<file path="config.mk">
export PLATFORM = sky130hd
export DESIGN_NAME = lta_top
export DESIGN_NICKNAME = d
export VERILOG_FILES = /design/src/logic/lta_pkg.sv /design/src/logic/lta_fault_cnt.sv /design/src/logic/lta_lux_cmp.sv /design/src/logic/lta_top.sv
export SDC_FILE = /design/constraint.sdc
export NUM_CORES = 1
export LEC_CHECK = 0
export ABC_AREA = 0
export BUFFER_PORTS_ARGS = -buffer_cell sky130_fd_sc_hd__buf_2
export CAP_MARGIN = 20
export CORE_UTILIZATION = 40
export DETAILED_ROUTE_END_ITERATION = 16
export SLEW_MARGIN = 20
export SYNTH_ARGS = -nofsm -noshare
export SYNTH_HDL_FRONTEND = slang
export SYNTH_SLANG_ARGS = --single-unit
</file>
<file path="constraint.sdc">
create_clock -name ref_clk -period 5.1 [get_ports ref_clk]
set_input_delay 0.51 -clock ref_clk [delete_from_list [all_inputs] [get_ports ref_clk]]
set_output_delay 0.51 -clock ref_clk [all_outputs]
set_load 0.1 [all_outputs]
</file>
<file path="src/logic/lta_pkg.sv">
// shared constants and types for the light threshold alert logic
// assumes a decoded register port from the serial interface and a conversion engine outside
//
// How it works
// (RULE1) latch select resets to one, picks latched window or transparent hysteresis style
// (RULE2) latch zero: alert and both hit flags follow the latest comparison directly
// (RULE3) latch one: alert and hit flags stay asserted until the host clears them
// (RULE4) invert bit zero, its reset value: alert event pulls the pin low
// (RULE5) invert bit one: pin active high, released during an event for the pull-up
// (RULE6) mask bit one and range below 1100b: result read shows exponent 0000b
// (RULE7) masking touches only the result read value, never the limit comparisons
// (RULE8) fault count select 00/01/10/11 needs 1/2/4/8 consecutive events, resets 00
// (RULE9) low threshold: exponent in 15:12, mantissa in 11:0, both read/write, reset zero
// (RULE10) low threshold in lux is 0.01 times two to the exponent times mantissa
// (RULE11) exponent codes 0000 to 1011 give lsb 0.01 lux doubling to 20.48 lux
// (RULE12) result and both limits scaled to common lux before comparing
// (RULE13) offset 02h holds the lower threshold feeding alert and both flags; here it feeds only the below flag and alert
// (RULE14) above flag sets after selected count of results above the high limit
// (RULE15) below flag sets after selected count of results below the low limit
// (RULE16) a measurement failing a limit's condition restarts that limit's fault counter
package lta_pkg;

    // ----------------------------------------------------------------
    // register offsets
    // ----------------------------------------------------------------
    localparam logic [6:0] LTA_OFS_RESULT = 7'h00;
    localparam logic [6:0] LTA_OFS_CONFIG = 7'h01;
    localparam logic [6:0] LTA_OFS_FLOOR = 7'h02;

    // ----------------------------------------------------------------
    // configuration field positions
    // ----------------------------------------------------------------
    localparam int LTA_CFG_RANGE_LSB = 12;
    localparam int LTA_CFG_ABOVE_BIT = 6;
    localparam int LTA_CFG_BELOW_BIT = 5;
    localparam int LTA_CFG_LATCH_BIT = 4;
    localparam int LTA_CFG_INVERT_BIT = 3;
    localparam int LTA_CFG_MASK_BIT = 2;
    localparam int LTA_CFG_FAULT_SEL_LSB = 0;

    // ----------------------------------------------------------------
    // reset values and codes
    // ----------------------------------------------------------------
    localparam logic LTA_LATCH_RST = 1'b1;
    localparam logic LTA_INVERT_RST = 1'b0;
    localparam logic LTA_MASK_RST = 1'b0;
    localparam logic [1:0] LTA_FAULT_SEL_RST = 2'h0;
    localparam logic [15:0] LTA_FLOOR_RST = 16'h0000;
    localparam logic [3:0] LTA_RANGE_AUTO = 4'hC;
    localparam logic [3:0] LTA_EXP_MASKED = 4'h0;
    localparam logic [3:0] LTA_FAULT_MAX = 4'h8;
    localparam int LTA_LUX_W = 27;

    // ----------------------------------------------------------------
    // level carrier: exponent over mantissa, same layout as the registers
    // ----------------------------------------------------------------
    typedef struct packed {
        logic [3:0] exponent;
        logic [11:0] mantissa;
    } lta_level_t;

endpackage

</file>
<file path="src/logic/lta_fault_cnt.sv">
// consecutive fault counter for one limit
// assumes meas_done is a one-cycle pulse per completed measurement
module lta_fault_cnt (
    // clock and reset
    input wire logic ref_clk,
    input wire logic rst,
    // measurement
    input wire logic meas_done,
    input wire logic cond,
    input wire logic [1:0] fault_count_sel,
    // trigger, combinational in the meas_done cycle
    output logic trig
);
    import lta_pkg::*;

    logic [3:0] cnt_reg;
    logic [3:0] cnt_next;
    logic [3:0] cnt_inc;
    logic [3:0] need;

    // ----------------------------------------------------------------
    // count consecutive faults, saturating so a long run keeps triggering
    // ----------------------------------------------------------------
    always_comb begin
        need = 4'(1 << fault_count_sel); // see RULE8
        cnt_inc = (cnt_reg == LTA_FAULT_MAX) ? LTA_FAULT_MAX : 4'(cnt_reg + 4'h1);
        cnt_next = cnt_reg;
        trig = 1'b0;
        if (meas_done) begin
            if (cond) begin
                cnt_next = cnt_inc;
                trig = (cnt_inc >= need); // see RULE8
            end else begin
                cnt_next = 4'h0; // see RULE16
            end
        end
    end

    always_ff @(posedge ref_clk) begin
        if (rst) begin
            cnt_reg <= 4'h0;
        end else begin
            cnt_reg <= cnt_next;
        end
    end

    property p_restart;
        @(posedge ref_clk) disable iff (rst)
        meas_done && !cond |=> cnt_reg == 4'h0;
    endproperty
    a_restart: assert property (p_restart) else $error("fault counter not restarted"); // see RULE16

    property p_single_fault;
        @(posedge ref_clk) disable iff (rst)
        meas_done && cond && fault_count_sel == 2'h0 |-> trig;
    endproperty
    a_single_fault: assert property (p_single_fault) else $error("one fault did not trigger"); // see RULE8

    property p_two_faults;
        @(posedge ref_clk) disable iff (rst)
        meas_done && cond && fault_count_sel == 2'h1 && cnt_reg == 4'h0 |-> !trig;
    endproperty
    a_two_faults: assert property (p_two_faults) else $error("first of two faults triggered"); // see RULE8

endmodule // lta_fault_cnt

</file>
<file path="src/logic/lta_lux_cmp.sv">
// converts result and limits to a common lux scale and compares them
// purely combinational; the caller registers what it needs
module lta_lux_cmp (
    // levels
    input lta_pkg::lta_level_t result,
    input lta_pkg::lta_level_t floor_lvl,
    input lta_pkg::lta_level_t ceiling_lvl,
    // comparison
    output logic above,
    output logic below
);
    import lta_pkg::*;

    // lsb weight 0.01 lux doubles per exponent step, so a shift is the whole scale
    function automatic logic [LTA_LUX_W-1:0] to_lux(input lta_level_t lvl);
        logic [LTA_LUX_W-1:0] wide;
        wide = {15'h0000, lvl.mantissa};
        to_lux = wide << lvl.exponent; // see RULE10 see RULE11
    endfunction

    // ----------------------------------------------------------------
    // compare in common units so each side may use its own exponent
    // ----------------------------------------------------------------
    always_comb begin
        above = to_lux(result) > to_lux(ceiling_lvl); // see RULE12
        below = to_lux(result) < to_lux(floor_lvl); // see RULE12
    end

endmodule // lta_lux_cmp

</file>
<file path="src/logic/lta_top.sv">
// threshold comparison and alert reporting for the ambient light sensor
// assumes a decoded register port from the serial interface, one access per cycle,
// and a conversion engine that pulses meas_done with a fresh result
module lta_top (
    // clock and reset
    input wire logic ref_clk,
    input wire logic rst,
    // register port
    input wire logic [6:0] reg_addr,
    input wire logic [15:0] reg_wdata,
    input wire logic reg_wr,
    input wire logic reg_rd,
    output logic [15:0] reg_rdata,
    // conversion engine
    input wire logic meas_done,
    input lta_pkg::lta_level_t meas_result,
    input wire logic [3:0] range_number,
    input lta_pkg::lta_level_t ceiling_lvl,
    // alert pin, open drain
    output logic alert_pin_o,
    output logic alert_pin_oe,
    // flags
    output logic above_hit,
    output logic below_hit
);
    import lta_pkg::*;

    // ----------------------------------------------------------------
    // state
    // ----------------------------------------------------------------
    logic latch_reg;
    logic latch_next;
    logic invert_reg;
    logic invert_next;
    logic mask_reg;
    logic mask_next;
    logic [1:0] fault_count_sel_reg;
    logic [1:0] fault_count_sel_next;
    lta_level_t floor_reg;
    lta_level_t floor_next;
    logic above_reg;
    logic above_next;
    logic below_reg;
    logic below_next;
    logic alert_oe_reg;
    logic alert_oe_next;
    logic [15:0] rdata_reg;
    logic [15:0] rdata_next;

    logic hi_cond;
    logic lo_cond;
    logic hi_trig;
    logic lo_trig;
    logic clear_evt;
    logic [3:0] shown_exp;
    logic event_active;

    // ----------------------------------------------------------------
    // comparison and consecutive-fault qualification
    // ----------------------------------------------------------------
    // raw result goes in, so the read mask never bends the comparison
    lta_lux_cmp u_cmp (
        .result(meas_result), // see RULE7
        .floor_lvl(floor_reg), // see RULE13
        .ceiling_lvl(ceiling_lvl),
        .above(hi_cond),
        .below(lo_cond)
    );

    lta_fault_cnt u_hi_cnt (
        .ref_clk(ref_clk),
        .rst(rst),
        .meas_done(meas_done),
        .cond(hi_cond),
        .fault_count_sel(fault_count_sel_reg),
        .trig(hi_trig)
    );

    lta_fault_cnt u_lo_cnt (
        .ref_clk(ref_clk),
        .rst(rst),
        .meas_done(meas_done),
        .cond(lo_cond),
        .fault_count_sel(fault_count_sel_reg),
        .trig(lo_trig)
    );

    // ----------------------------------------------------------------
    // register writes
    // ----------------------------------------------------------------
    always_comb begin
        latch_next = latch_reg;
        invert_next = invert_reg;
        mask_next = mask_reg;
        fault_count_sel_next = fault_count_sel_reg;
        floor_next = floor_reg;
        if (reg_wr && reg_addr == LTA_OFS_CONFIG) begin
            latch_next = reg_wdata[LTA_CFG_LATCH_BIT]; // see RULE1
            invert_next = reg_wdata[LTA_CFG_INVERT_BIT];
            mask_next = reg_wdata[LTA_CFG_MASK_BIT];
            fault_count_sel_next = reg_wdata[LTA_CFG_FAULT_SEL_LSB +: 2];
        end else if (reg_wr && reg_addr == LTA_OFS_FLOOR) begin
            floor_next = lta_level_t'(reg_wdata); // see RULE9
        end
    end

    // ----------------------------------------------------------------
    // hit flags: a trigger in the clearing cycle wins over the clear
    // ----------------------------------------------------------------
    always_comb begin
        clear_evt = reg_rd && reg_addr == LTA_OFS_CONFIG;
        above_next = above_reg;
        below_next = below_reg;
        if (latch_reg) begin
            if (hi_trig) begin
                above_next = 1'b1; // see RULE14
            end else if (clear_evt) begin
                above_next = 1'b0; // see RULE3
            end
            if (lo_trig) begin
                below_next = 1'b1; // see RULE15
            end else if (clear_evt) begin
                below_next = 1'b0; // see RULE3
            end
        end else if (meas_done) begin
            // transparent: each finished measurement re-decides the flags
            if (hi_trig) begin
                above_next = 1'b1; // see RULE14
            end else if (!hi_cond) begin
                above_next = 1'b0; // see RULE2
            end
            if (lo_trig) begin
                below_next = 1'b1; // see RULE15
            end else if (!lo_cond) begin
                below_next = 1'b0; // see RULE2
            end
        end
        event_active = above_next || below_next;
        // released pin is high through the pull-up, so inversion flips the enable
        alert_oe_next = invert_next ? !event_active : event_active; // see RULE4 see RULE5
    end

    // ----------------------------------------------------------------
    // read data, registered one cycle after the strobe
    // ----------------------------------------------------------------
    always_comb begin
        shown_exp = meas_result.exponent;
        if (mask_reg && range_number < LTA_RANGE_AUTO) begin
            shown_exp = LTA_EXP_MASKED; // see RULE6
        end
        rdata_next = rdata_reg;
        if (reg_rd) begin
            if (reg_addr == LTA_OFS_RESULT) begin
                rdata_next = {shown_exp, meas_result.mantissa}; // see RULE7
            end else if (reg_addr == LTA_OFS_CONFIG) begin
                rdata_next = 16'h0000;
                rdata_next[LTA_CFG_RANGE_LSB +: 4] = range_number;
                rdata_next[LTA_CFG_ABOVE_BIT] = above_reg;
                rdata_next[LTA_CFG_BELOW_BIT] = below_reg;
                rdata_next[LTA_CFG_LATCH_BIT] = latch_reg;
                rdata_next[LTA_CFG_INVERT_BIT] = invert_reg;
                rdata_next[LTA_CFG_MASK_BIT] = mask_reg;
                rdata_next[LTA_CFG_FAULT_SEL_LSB +: 2] = fault_count_sel_reg;
            end else if (reg_addr == LTA_OFS_FLOOR) begin
                rdata_next = floor_reg; // see RULE9
            end else begin
                rdata_next = 16'h0000; // unmapped reads as zero
            end
        end
    end

    // ----------------------------------------------------------------
    // registers
    // ----------------------------------------------------------------
    always_ff @(posedge ref_clk) begin
        if (rst) begin
            latch_reg <= LTA_LATCH_RST; // see RULE1
            invert_reg <= LTA_INVERT_RST; // see RULE4
            mask_reg <= LTA_MASK_RST; // see RULE6
            fault_count_sel_reg <= LTA_FAULT_SEL_RST; // see RULE8
            floor_reg <= lta_level_t'(LTA_FLOOR_RST); // see RULE9
            above_reg <= 1'b0;
            below_reg <= 1'b0;
            alert_oe_reg <= 1'b0;
            rdata_reg <= 16'h0000;
        end else begin
            latch_reg <= latch_next;
            invert_reg <= invert_next;
            mask_reg <= mask_next;
            fault_count_sel_reg <= fault_count_sel_next;
            floor_reg <= floor_next;
            above_reg <= above_next;
            below_reg <= below_next;
            alert_oe_reg <= alert_oe_next;
            rdata_reg <= rdata_next;
        end
    end

    // pin only ever pulls low; level high comes from the external pull-up
    always_comb begin
        alert_pin_o = 1'b0;
        alert_pin_oe = alert_oe_reg;
        above_hit = above_reg;
        below_hit = below_reg;
        reg_rdata = rdata_reg;
    end

    // ----------------------------------------------------------------
    // checks
    // ----------------------------------------------------------------
    property p_latch_reset;
        @(posedge ref_clk) rst |=> latch_reg && !invert_reg && fault_count_sel_reg == 2'h0;
    endproperty
    a_latch_reset: assert property (p_latch_reset) else $error("bad config reset"); // see RULE1

    property p_transparent;
        @(posedge ref_clk) disable iff (rst)
        !latch_reg && meas_done && !hi_cond |=> !above_reg;
    endproperty
    a_transparent: assert property (p_transparent) else $error("transparent above flag stuck"); // see RULE2

    property p_latched_hold;
        @(posedge ref_clk) disable iff (rst)
        latch_reg && below_reg && !clear_evt |=> below_reg;
    endproperty
    a_latched_hold: assert property (p_latched_hold) else $error("latched flag dropped"); // see RULE3

    property p_active_low;
        @(posedge ref_clk) disable iff (rst)
        !invert_reg && (above_reg || below_reg) |-> alert_pin_oe && !alert_pin_o;
    endproperty
    a_active_low: assert property (p_active_low) else $error("alert not pulled low"); // see RULE4

    property p_active_high;
        @(posedge ref_clk) disable iff (rst)
        invert_reg && (above_reg || below_reg) |-> !alert_pin_oe;
    endproperty
    a_active_high: assert property (p_active_high) else $error("alert not released"); // see RULE5

    property p_mask;
        @(posedge ref_clk) disable iff (rst)
        reg_rd && reg_addr == LTA_OFS_RESULT && mask_reg && range_number < 4'hC |=> reg_rdata[15:12] == 4'h0;
    endproperty
    a_mask: assert property (p_mask) else $error("exponent not masked"); // see RULE6

    property p_floor_write;
        @(posedge ref_clk) disable iff (rst)
        reg_wr && reg_addr == LTA_OFS_FLOOR |=> floor_reg == $past(reg_wdata);
    endproperty
    a_floor_write: assert property (p_floor_write) else $error("low threshold not stored"); // see RULE9

    property p_above_set;
        @(posedge ref_clk) disable iff (rst)
        hi_trig |=> above_hit ##0 (alert_pin_oe != invert_reg);
    endproperty
    a_above_set: assert property (p_above_set) else $error("above flag missed"); // see RULE14

    property p_below_set;
        @(posedge ref_clk) disable iff (rst)
        lo_trig |=> below_hit;
    endproperty
    a_below_set: assert property (p_below_set) else $error("below flag missed"); // see RULE15

    property p_below_transparent;
        @(posedge ref_clk) disable iff (rst)
        !latch_reg && meas_done && !lo_cond |=> !below_reg;
    endproperty
    a_below_transparent: assert property (p_below_transparent) else $error("below flag stuck"); // see RULE2

    // a clear with no competing trigger must drop both latched flags
    property p_clear;
        @(posedge ref_clk) disable iff (rst)
        latch_reg && clear_evt && !hi_trig && !lo_trig |=> !above_reg && !below_reg;
    endproperty
    a_clear: assert property (p_clear) else $error("latched flags not cleared"); // see RULE3

    property p_idle_released;
        @(posedge ref_clk) disable iff (rst)
        !invert_reg && !above_reg && !below_reg |-> !alert_pin_oe;
    endproperty
    a_idle_released: assert property (p_idle_released) else $error("alert driven without event"); // see RULE4

    property p_idle_driven;
        @(posedge ref_clk) disable iff (rst)
        invert_reg && !above_reg && !below_reg |-> alert_pin_oe && !alert_pin_o;
    endproperty
    a_idle_driven: assert property (p_idle_driven) else $error("inverted alert not held low"); // see RULE5

    property p_unmasked;
        @(posedge ref_clk) disable iff (rst)
        reg_rd && reg_addr == LTA_OFS_RESULT && !(mask_reg && range_number < LTA_RANGE_AUTO)
        |=> reg_rdata[15:12] == $past(meas_result.exponent);
    endproperty
    a_unmasked: assert property (p_unmasked) else $error("exponent masked without cause"); // see RULE6

    property p_config_hold;
        @(posedge ref_clk) disable iff (rst)
        !(reg_wr && reg_addr == LTA_OFS_CONFIG) |=> $stable(latch_reg) && $stable(fault_count_sel_reg);
    endproperty
    a_config_hold: assert property (p_config_hold) else $error("config changed without write"); // see RULE1

    property p_floor_reset;
        @(posedge ref_clk) rst |=> floor_reg == LTA_FLOOR_RST;
    endproperty
    a_floor_reset: assert property (p_floor_reset) else $error("low threshold not reset"); // see RULE9

endmodule // lta_top

</file>
; ---- Word-level counts from Yosys, hierarchy flattened
; Index checks and enable logic that the tools add are counted.
[word_totals]
regBits = 48
[classes]
n_addsub = 2
n_lt_le_gt_ge = 5
n_eq_ne = 4
n_shift = 4
n_mux = 26
n_bitwise = 1
n_reduce_logical = 8
[ops]
columns = op, count
row1 = $shl A12 B4 Y27, 3
row2 = $mux W16, 3
row3 = $gt A27 B27 Y1, 1
row4 = $lt A27 B27 Y1, 1
row5 = $mux W4, 5
row6 = $mux W1, 18
row7 = $add A4 B1 Y4 const B, 2
row8 = $eq A4 B4 Y1 const B, 2
row9 = $ge A4 B4 Y1, 2
row10 = $eq A7 B1 Y1 const B, 1
row11 = $eq A7 B2 Y1 const B, 1
row12 = $logic_not A7 Y1, 1
row13 = $logic_and A1 B1 Y1, 4
row14 = $lt A4 B4 Y1 const B, 1
row15 = $shl A1 B2 Y4 const A, 1
row16 = $reduce_and A2 Y1, 1
row17 = $logic_not A1 Y1, 1
row18 = $logic_or A1 B1 Y1, 1
row19 = $not A1 Y1, 1

; ---- Depth between registers and ports, before layout
[logic_depth]
depth_word = 11
ltp_mapped = 19
ltp_nobuf = 17

; ---- Hierarchy
; Synthesis repeated with hierarchy kept, for this count alone.
[unflattened]
cells_unflattened = 720
area_unflattened_um2 = 5632.9
[by_module_without_submodules]
columns = mod, instances, cells_each, area_each_um2, seq_area_each_um2
row1 = lta_lux_cmp, 1, 428, 3054.2, 0.0
row2 = lta_top, 1, 206, 1893.1, 800.8
row3 = lta_fault_cnt, 2, 43, 342.8, 80.1

; ---- Worst setup path before layout
; Ideal clock, no wire load.
[synth_timing]
kind = input -> register
startpoint = in meas_result[13] (netlist name)
endpoint = reg alert_oe_reg, in the netlist alert_pin_oe
setup_time_ns = 0.121
arrival_time_ns = 3.849
t_required_ns = 4.979
path_slack_ns = 1.130
stages = 16
n_path_buf = 2
path_cell_list = buf_2 -> buf_1 -> mux2_2 -> o21ai_0 -> o21ai_0 -> nor2b_1 -> ha_1 -> a21o_1 -> a21oi_1 -> nor2b_1 -> a2111oi_0 -> a31o_2 -> a31oi_1 -> nand2b_1 -> a211o_1 -> mux2_2
[synth_via]
elab_chain_cells = 10
word_cells_on_any_way = 20
classes_between = order compare: 2 / shift: 1 / mux: 15 / reduce/logical: 2
[synth_rtl]
columns = element, line_no
row1 = "start, declared", lta_top.sv:16  ; input lta_pkg::lta_level_t meas_result,
row2 = $shl A12 B4 Y27 (*), lta_lux_cmp.sv:18  ; to_lux = wide << lvl.exponent;
row3 = $gt A27 B27 Y1 or $lt A27 B27 Y1 (tied branches), "lta_lux_cmp.sv:25, lta_lux_cmp.sv:26"
row4 = $mux W1, lta_fault_cnt.sv:30  ; if (cond) begin
row5 = $mux W1, lta_fault_cnt.sv:29  ; if (meas_done) begin
row6 = "$mux W1, on equally long branches", "lta_top.sv:127, lta_top.sv:132"
row7 = $mux W1, lta_top.sv:125  ; end else if (meas_done) begin
row8 = $mux W1, lta_top.sv:114  ; if (latch_reg) begin
row9 = $logic_or A1 B1 Y1 (*), lta_top.sv:138  ; event_active = above_next || below_next;
row10 = $logic_not A1 Y1, lta_top.sv:140  ; alert_oe_next = invert_next ? !event_active : event_active;
row11 = $mux W1 (*), lta_top.sv:140
row12 = "end signal, assigned", lta_top.sv:194  ; alert_oe_reg <= alert_oe_next;
row13 = "end, declared", lta_top.sv:45  ; logic alert_oe_reg;
; Mark *: on every way between the ends. The rest lies on a longest branch, timed or not.
; A chain may end at the register's enable or synchronous reset.

; ---- Worst setup path after layout
[layout_timing]
startpoint = reg floor_reg[13] (netlist name)
endpoint = reg u_lo_cnt.cnt_reg[0]
[layout_via]
elab_chain_cells = 3
[layout_rtl]
columns = element, line_no
row1 = "start, declared", lta_top.sv:39  ; lta_level_t floor_reg;
row2 = "start signal, assigned", lta_top.sv:181  ; floor_reg <= lta_level_t'(LTA_FLOOR_RST);
row3 = "start signal, assigned", lta_top.sv:191  ; floor_reg <= floor_next;
row4 = $shl A12 B4 Y27, lta_lux_cmp.sv:18
row5 = $lt A27 B27 Y1, lta_lux_cmp.sv:26  ; below = to_lux(result) < to_lux(floor_lvl);
row6 = $mux W4, lta_fault_cnt.sv:30
row7 = "end signal, assigned", lta_fault_cnt.sv:43  ; cnt_reg <= cnt_next;
row8 = "end, declared", lta_fault_cnt.sv:16  ; logic [3:0] cnt_reg;
; Every way passes these cells.

==> results_dict.tcl <==
set metrics [dict create \
    clk_pin_slew_ps 70 \
    synth.yosys.warnings 0 \
    globalRouteOverflowTotal 0 \
    vertical_die_dimension_um 119 \
    netlist_area_um2 5460 \
    drt_iter0_drc 321 \
    finalHoldViolations 0 \
    crit_path_end_kind "register" \
    critical_path.max_stage_delay_ps 910 \
    yosys-top-cells-count "sky130_fd_sc_hd__nand2_1, sky130_fd_sc_hd__a21oi_1, sky130_fd_sc_hd__ha_1, sky130_fd_sc_hd__mux2i_1, sky130_fd_sc_hd__nor2_1" \
    antennaDiodeCount 0 \
    route.detailed.wl_per_inst_um 16.7 \
    gr-usage-met1_pct 28.6 \
    final_nets 905 \
    placementRows 42 \
    synth_enable_flop_cells 0 \
    worstPathMaxFanout 25 \
    syn-instance-count 736 \
    setup.worst_path.class "register to register" \
    area_share_of_the_leading_cell_type_in_the_synthesized_netlist_pct 17.6 \
    fmax_mhz 239 \
    clk_path_buf_depth 2 \
    io_pins 84 \
    totalPowerFinal_w 0.00121 \
    place_congestion 0.879 \
    clock_sinks 48 \
    dp_cells 948 \
    min_delay_path_depth 3 \
    grt_max_degree 49 \
    worst_setup_path_start_kind "register" \
    ir_worst_vdd_uv 281 \
    timing_worst_slew_pin_value_ps 952 \
    crit_arrival_ps 4400 \
    avgViaCountPerCell 5.67 \
    slew_violations 0 \
    timing.critical_path.cells "mux2_2, nand2_1, o21ai_0, or2_2, a21oi_1, a21oi_1, inv_1, ha_1, a41oi_1, o21ai_0, a21oi_1, nor2_1, a211oi_2, o31a_2, or3b_1, a21oi_1" \
    synth_top_area_cell "sky130_fd_sc_hd__dfxtp_1" \
    ctsHtreeMaxLevel 2 \
    timing.setup.tns_ps 0 \
    final_antenna_net_count 0 \
    coreArea_um2 13300 \
    cpMostUsedCell "sky130_fd_sc_hd__a21oi_1" \
    number_of_distinct_library_cells_after_synthesis 53 \
    post_cts_resize_count 0 \
    ys_ff_latch 48 \
    synthToLayoutAreaGrowth_pct 11.5 \
    worst_skew_pair.late_latency_ps 290 \
    cts_hold_repair.buffers 0 \
    outcome "finished, final reports clean" \
    post-synth-top-count-cell "sky130_fd_sc_hd__nand2_1" \
    synth_sequential_area_ratio_pct 17.6 \
    tritoncts "built" \
    grt_most_used_layer "met2" \
    starting_density_of_the_core_pct 41.1 \
    grt.met2_usage_pct 37.6 \
    dr.pass1.iters 5 \
    via_count_of_the_first_global_routing_pass 5186 \
    cellPowerDensity_nw_per_um2 199 \
    netlist_top_cells_area "sky130_fd_sc_hd__dfxtp_1, sky130_fd_sc_hd__ha_1, sky130_fd_sc_hd__mux2i_1" \
    synth_nets 862 \
    die_x_um 119 \
    relSlewSlack_pct 36.4 \
    grt_first_pass_wirelength_um 25700 \
    die_area_um2 14100 \
    final-instance-count-excl-fill 956 \
    synth-async-reset-ratio_pct 0 \
    drt_drc_violations_left 0 \
    postCtsSetupBuffers 0 \
    hp-class "primary input to register" \
    final.period_utilization_pct 81.9 \
    final_layout_size_suffix_gt1_share_pct 16.9 \
    synthesis.area_per_instance_um2 7.42 \
    vias 5417 \
    critical_path.slowest_cell "sky130_fd_sc_hd__dfxtp_1" \
    route.final.wire_length_um 16000 \
    timing.critical_path.depth 16 \
    worst_ep_required_time_ps 5320 \
    critical-path-top-delay-family "compound AO/OA/AOI/OAI gates" \
    maxCapViolations 0 \
    hold_slack_ps 449 \
    fin_skew_ps 7.34 \
    cts-buffers-inserted 5 \
    layout_min_cycle_time_ps 4180 \
    root_buffer "sky130_fd_sc_hd__clkbuf_16" \
    global_route.usage.met3_pct 3.16 \
    total_leakage_power_nw 2.53 \
    antenna_violations_before_repair 0 \
    r2r.worst_path.cells 16 \
    setup_viol 0 \
    timing.critical_path.buf_inv 1 \
    synthFlopType "sky130_fd_sc_hd__dfxtp_1" \
    grtUsageTotal_pct 22.6 \
    place_hpwl_um 13000 \
    port_buffers 82 \
    grt_setup_unrepaired "no" \
]
## cells in the final DEF, fill, tap and decap left out, types with 8 or more instances in the layout
master	n
sky130_fd_sc_hd__nor2b_1	35
sky130_fd_sc_hd__inv_1	16
sky130_fd_sc_hd__nand4_1	8
sky130_fd_sc_hd__a21oi_1	79
sky130_fd_sc_hd__nor2_1	62
sky130_fd_sc_hd__a21o_1	12
sky130_fd_sc_hd__o21ai_0	45
sky130_fd_sc_hd__mux2_2	24
sky130_fd_sc_hd__nor3_1	9
sky130_fd_sc_hd__a211oi_1	11
sky130_fd_sc_hd__ha_1	62
sky130_fd_sc_hd__mux2i_1	62
sky130_fd_sc_hd__nand2b_1	19
sky130_fd_sc_hd__nand3_1	28
sky130_fd_sc_hd__nand2_1	97
sky130_fd_sc_hd__dfxtp_1	48
sky130_fd_sc_hd__buf_2	82
## stage by stage
step / util [%] / setup WS, ps / area, µm²
after floorplan: - / 1130 / 5460
after global placement: 44.4 / 889 / 5910
after detailed placement: 44.4 / 825 / 5910
after CTS: 45.8 / 988 / 6080
after global routing: 45.8 / 578 / 6080
final: 45.8 / 921 / 6080
## cell families (layout without fill, tap and decap cells)
group	count (synthesis)	in the layout	synth area share, %
AOI/OAI and AO/OA	182	182	19.8
xor gates and xnor gates	3	3	0.481
adders and majority gates	64	64	14.6
buffers and inverters	62	106	4.45
DFF	48	48	17.6
muxes	90	90	18.0
other	1	1	0.0687
and+or+nand+nor	286	286	25.0
## area by class of cell
| class | instances | area, µm² |
|---|---|---|
| well taps | 176 | 220 |
| repair buffers | 82 | 410 |
| clock inverters | 2 | 38.8 |
| flip-flops and latches | 48 | 961 |
| clock buffers | 6 | 139 |
| multi-input cells | 626 | 4260 |
| fillers | 1327 | 7210 |
| inverters | 16 | 60.1 |
## final timing paths
kind / endpoint / slack (ps) / startpoint
max: u_lo_cnt.cnt_reg[0]$_SDFFE_PP0P_ / 920 / floor_reg[13]$_SDFFE_PP0P_
min: floor_reg[6]$_SDFFE_PP0P_ / 450 / reg_wdata[6]
max reg2reg: u_lo_cnt.cnt_reg[0]$_SDFFE_PP0P_ / 920 / floor_reg[13]$_SDFFE_PP0P_
min reg2reg: reg_rdata[7]$_SDFFE_PP0P_ / 480 / reg_rdata[7]$_SDFFE_PP0P_
## routing by layer
| layer | vias up | share of wire (%) |
|---|---|---|
| met5 | - | 0 |
| met4 | 0 | 3.7 |
| met3 | 38 | 5.1 |
| met2 | 170 | 46 |
| met1 | 2490 | 45 |
| li1 | 2719 | - |
## power by group
| group | switching, W | internal [W] | total [W] |
|---|---|---|---|
| Clock | 0.000147 | 0.000246 | 0.000393 |
| Sequential | 0.00000934 | 0.000383 | 0.000393 |
| Combinational | 0.000260 | 0.000164 | 0.000424 |
## tightest hold or removal path, stage by stage
cell and delay (ps):
sky130_fd_sc_hd__buf_2 90, sky130_fd_sc_hd__nand2_1 50, sky130_fd_sc_hd__a21oi_1 50
No activity file was read; power rests on OpenSTA's default activity.
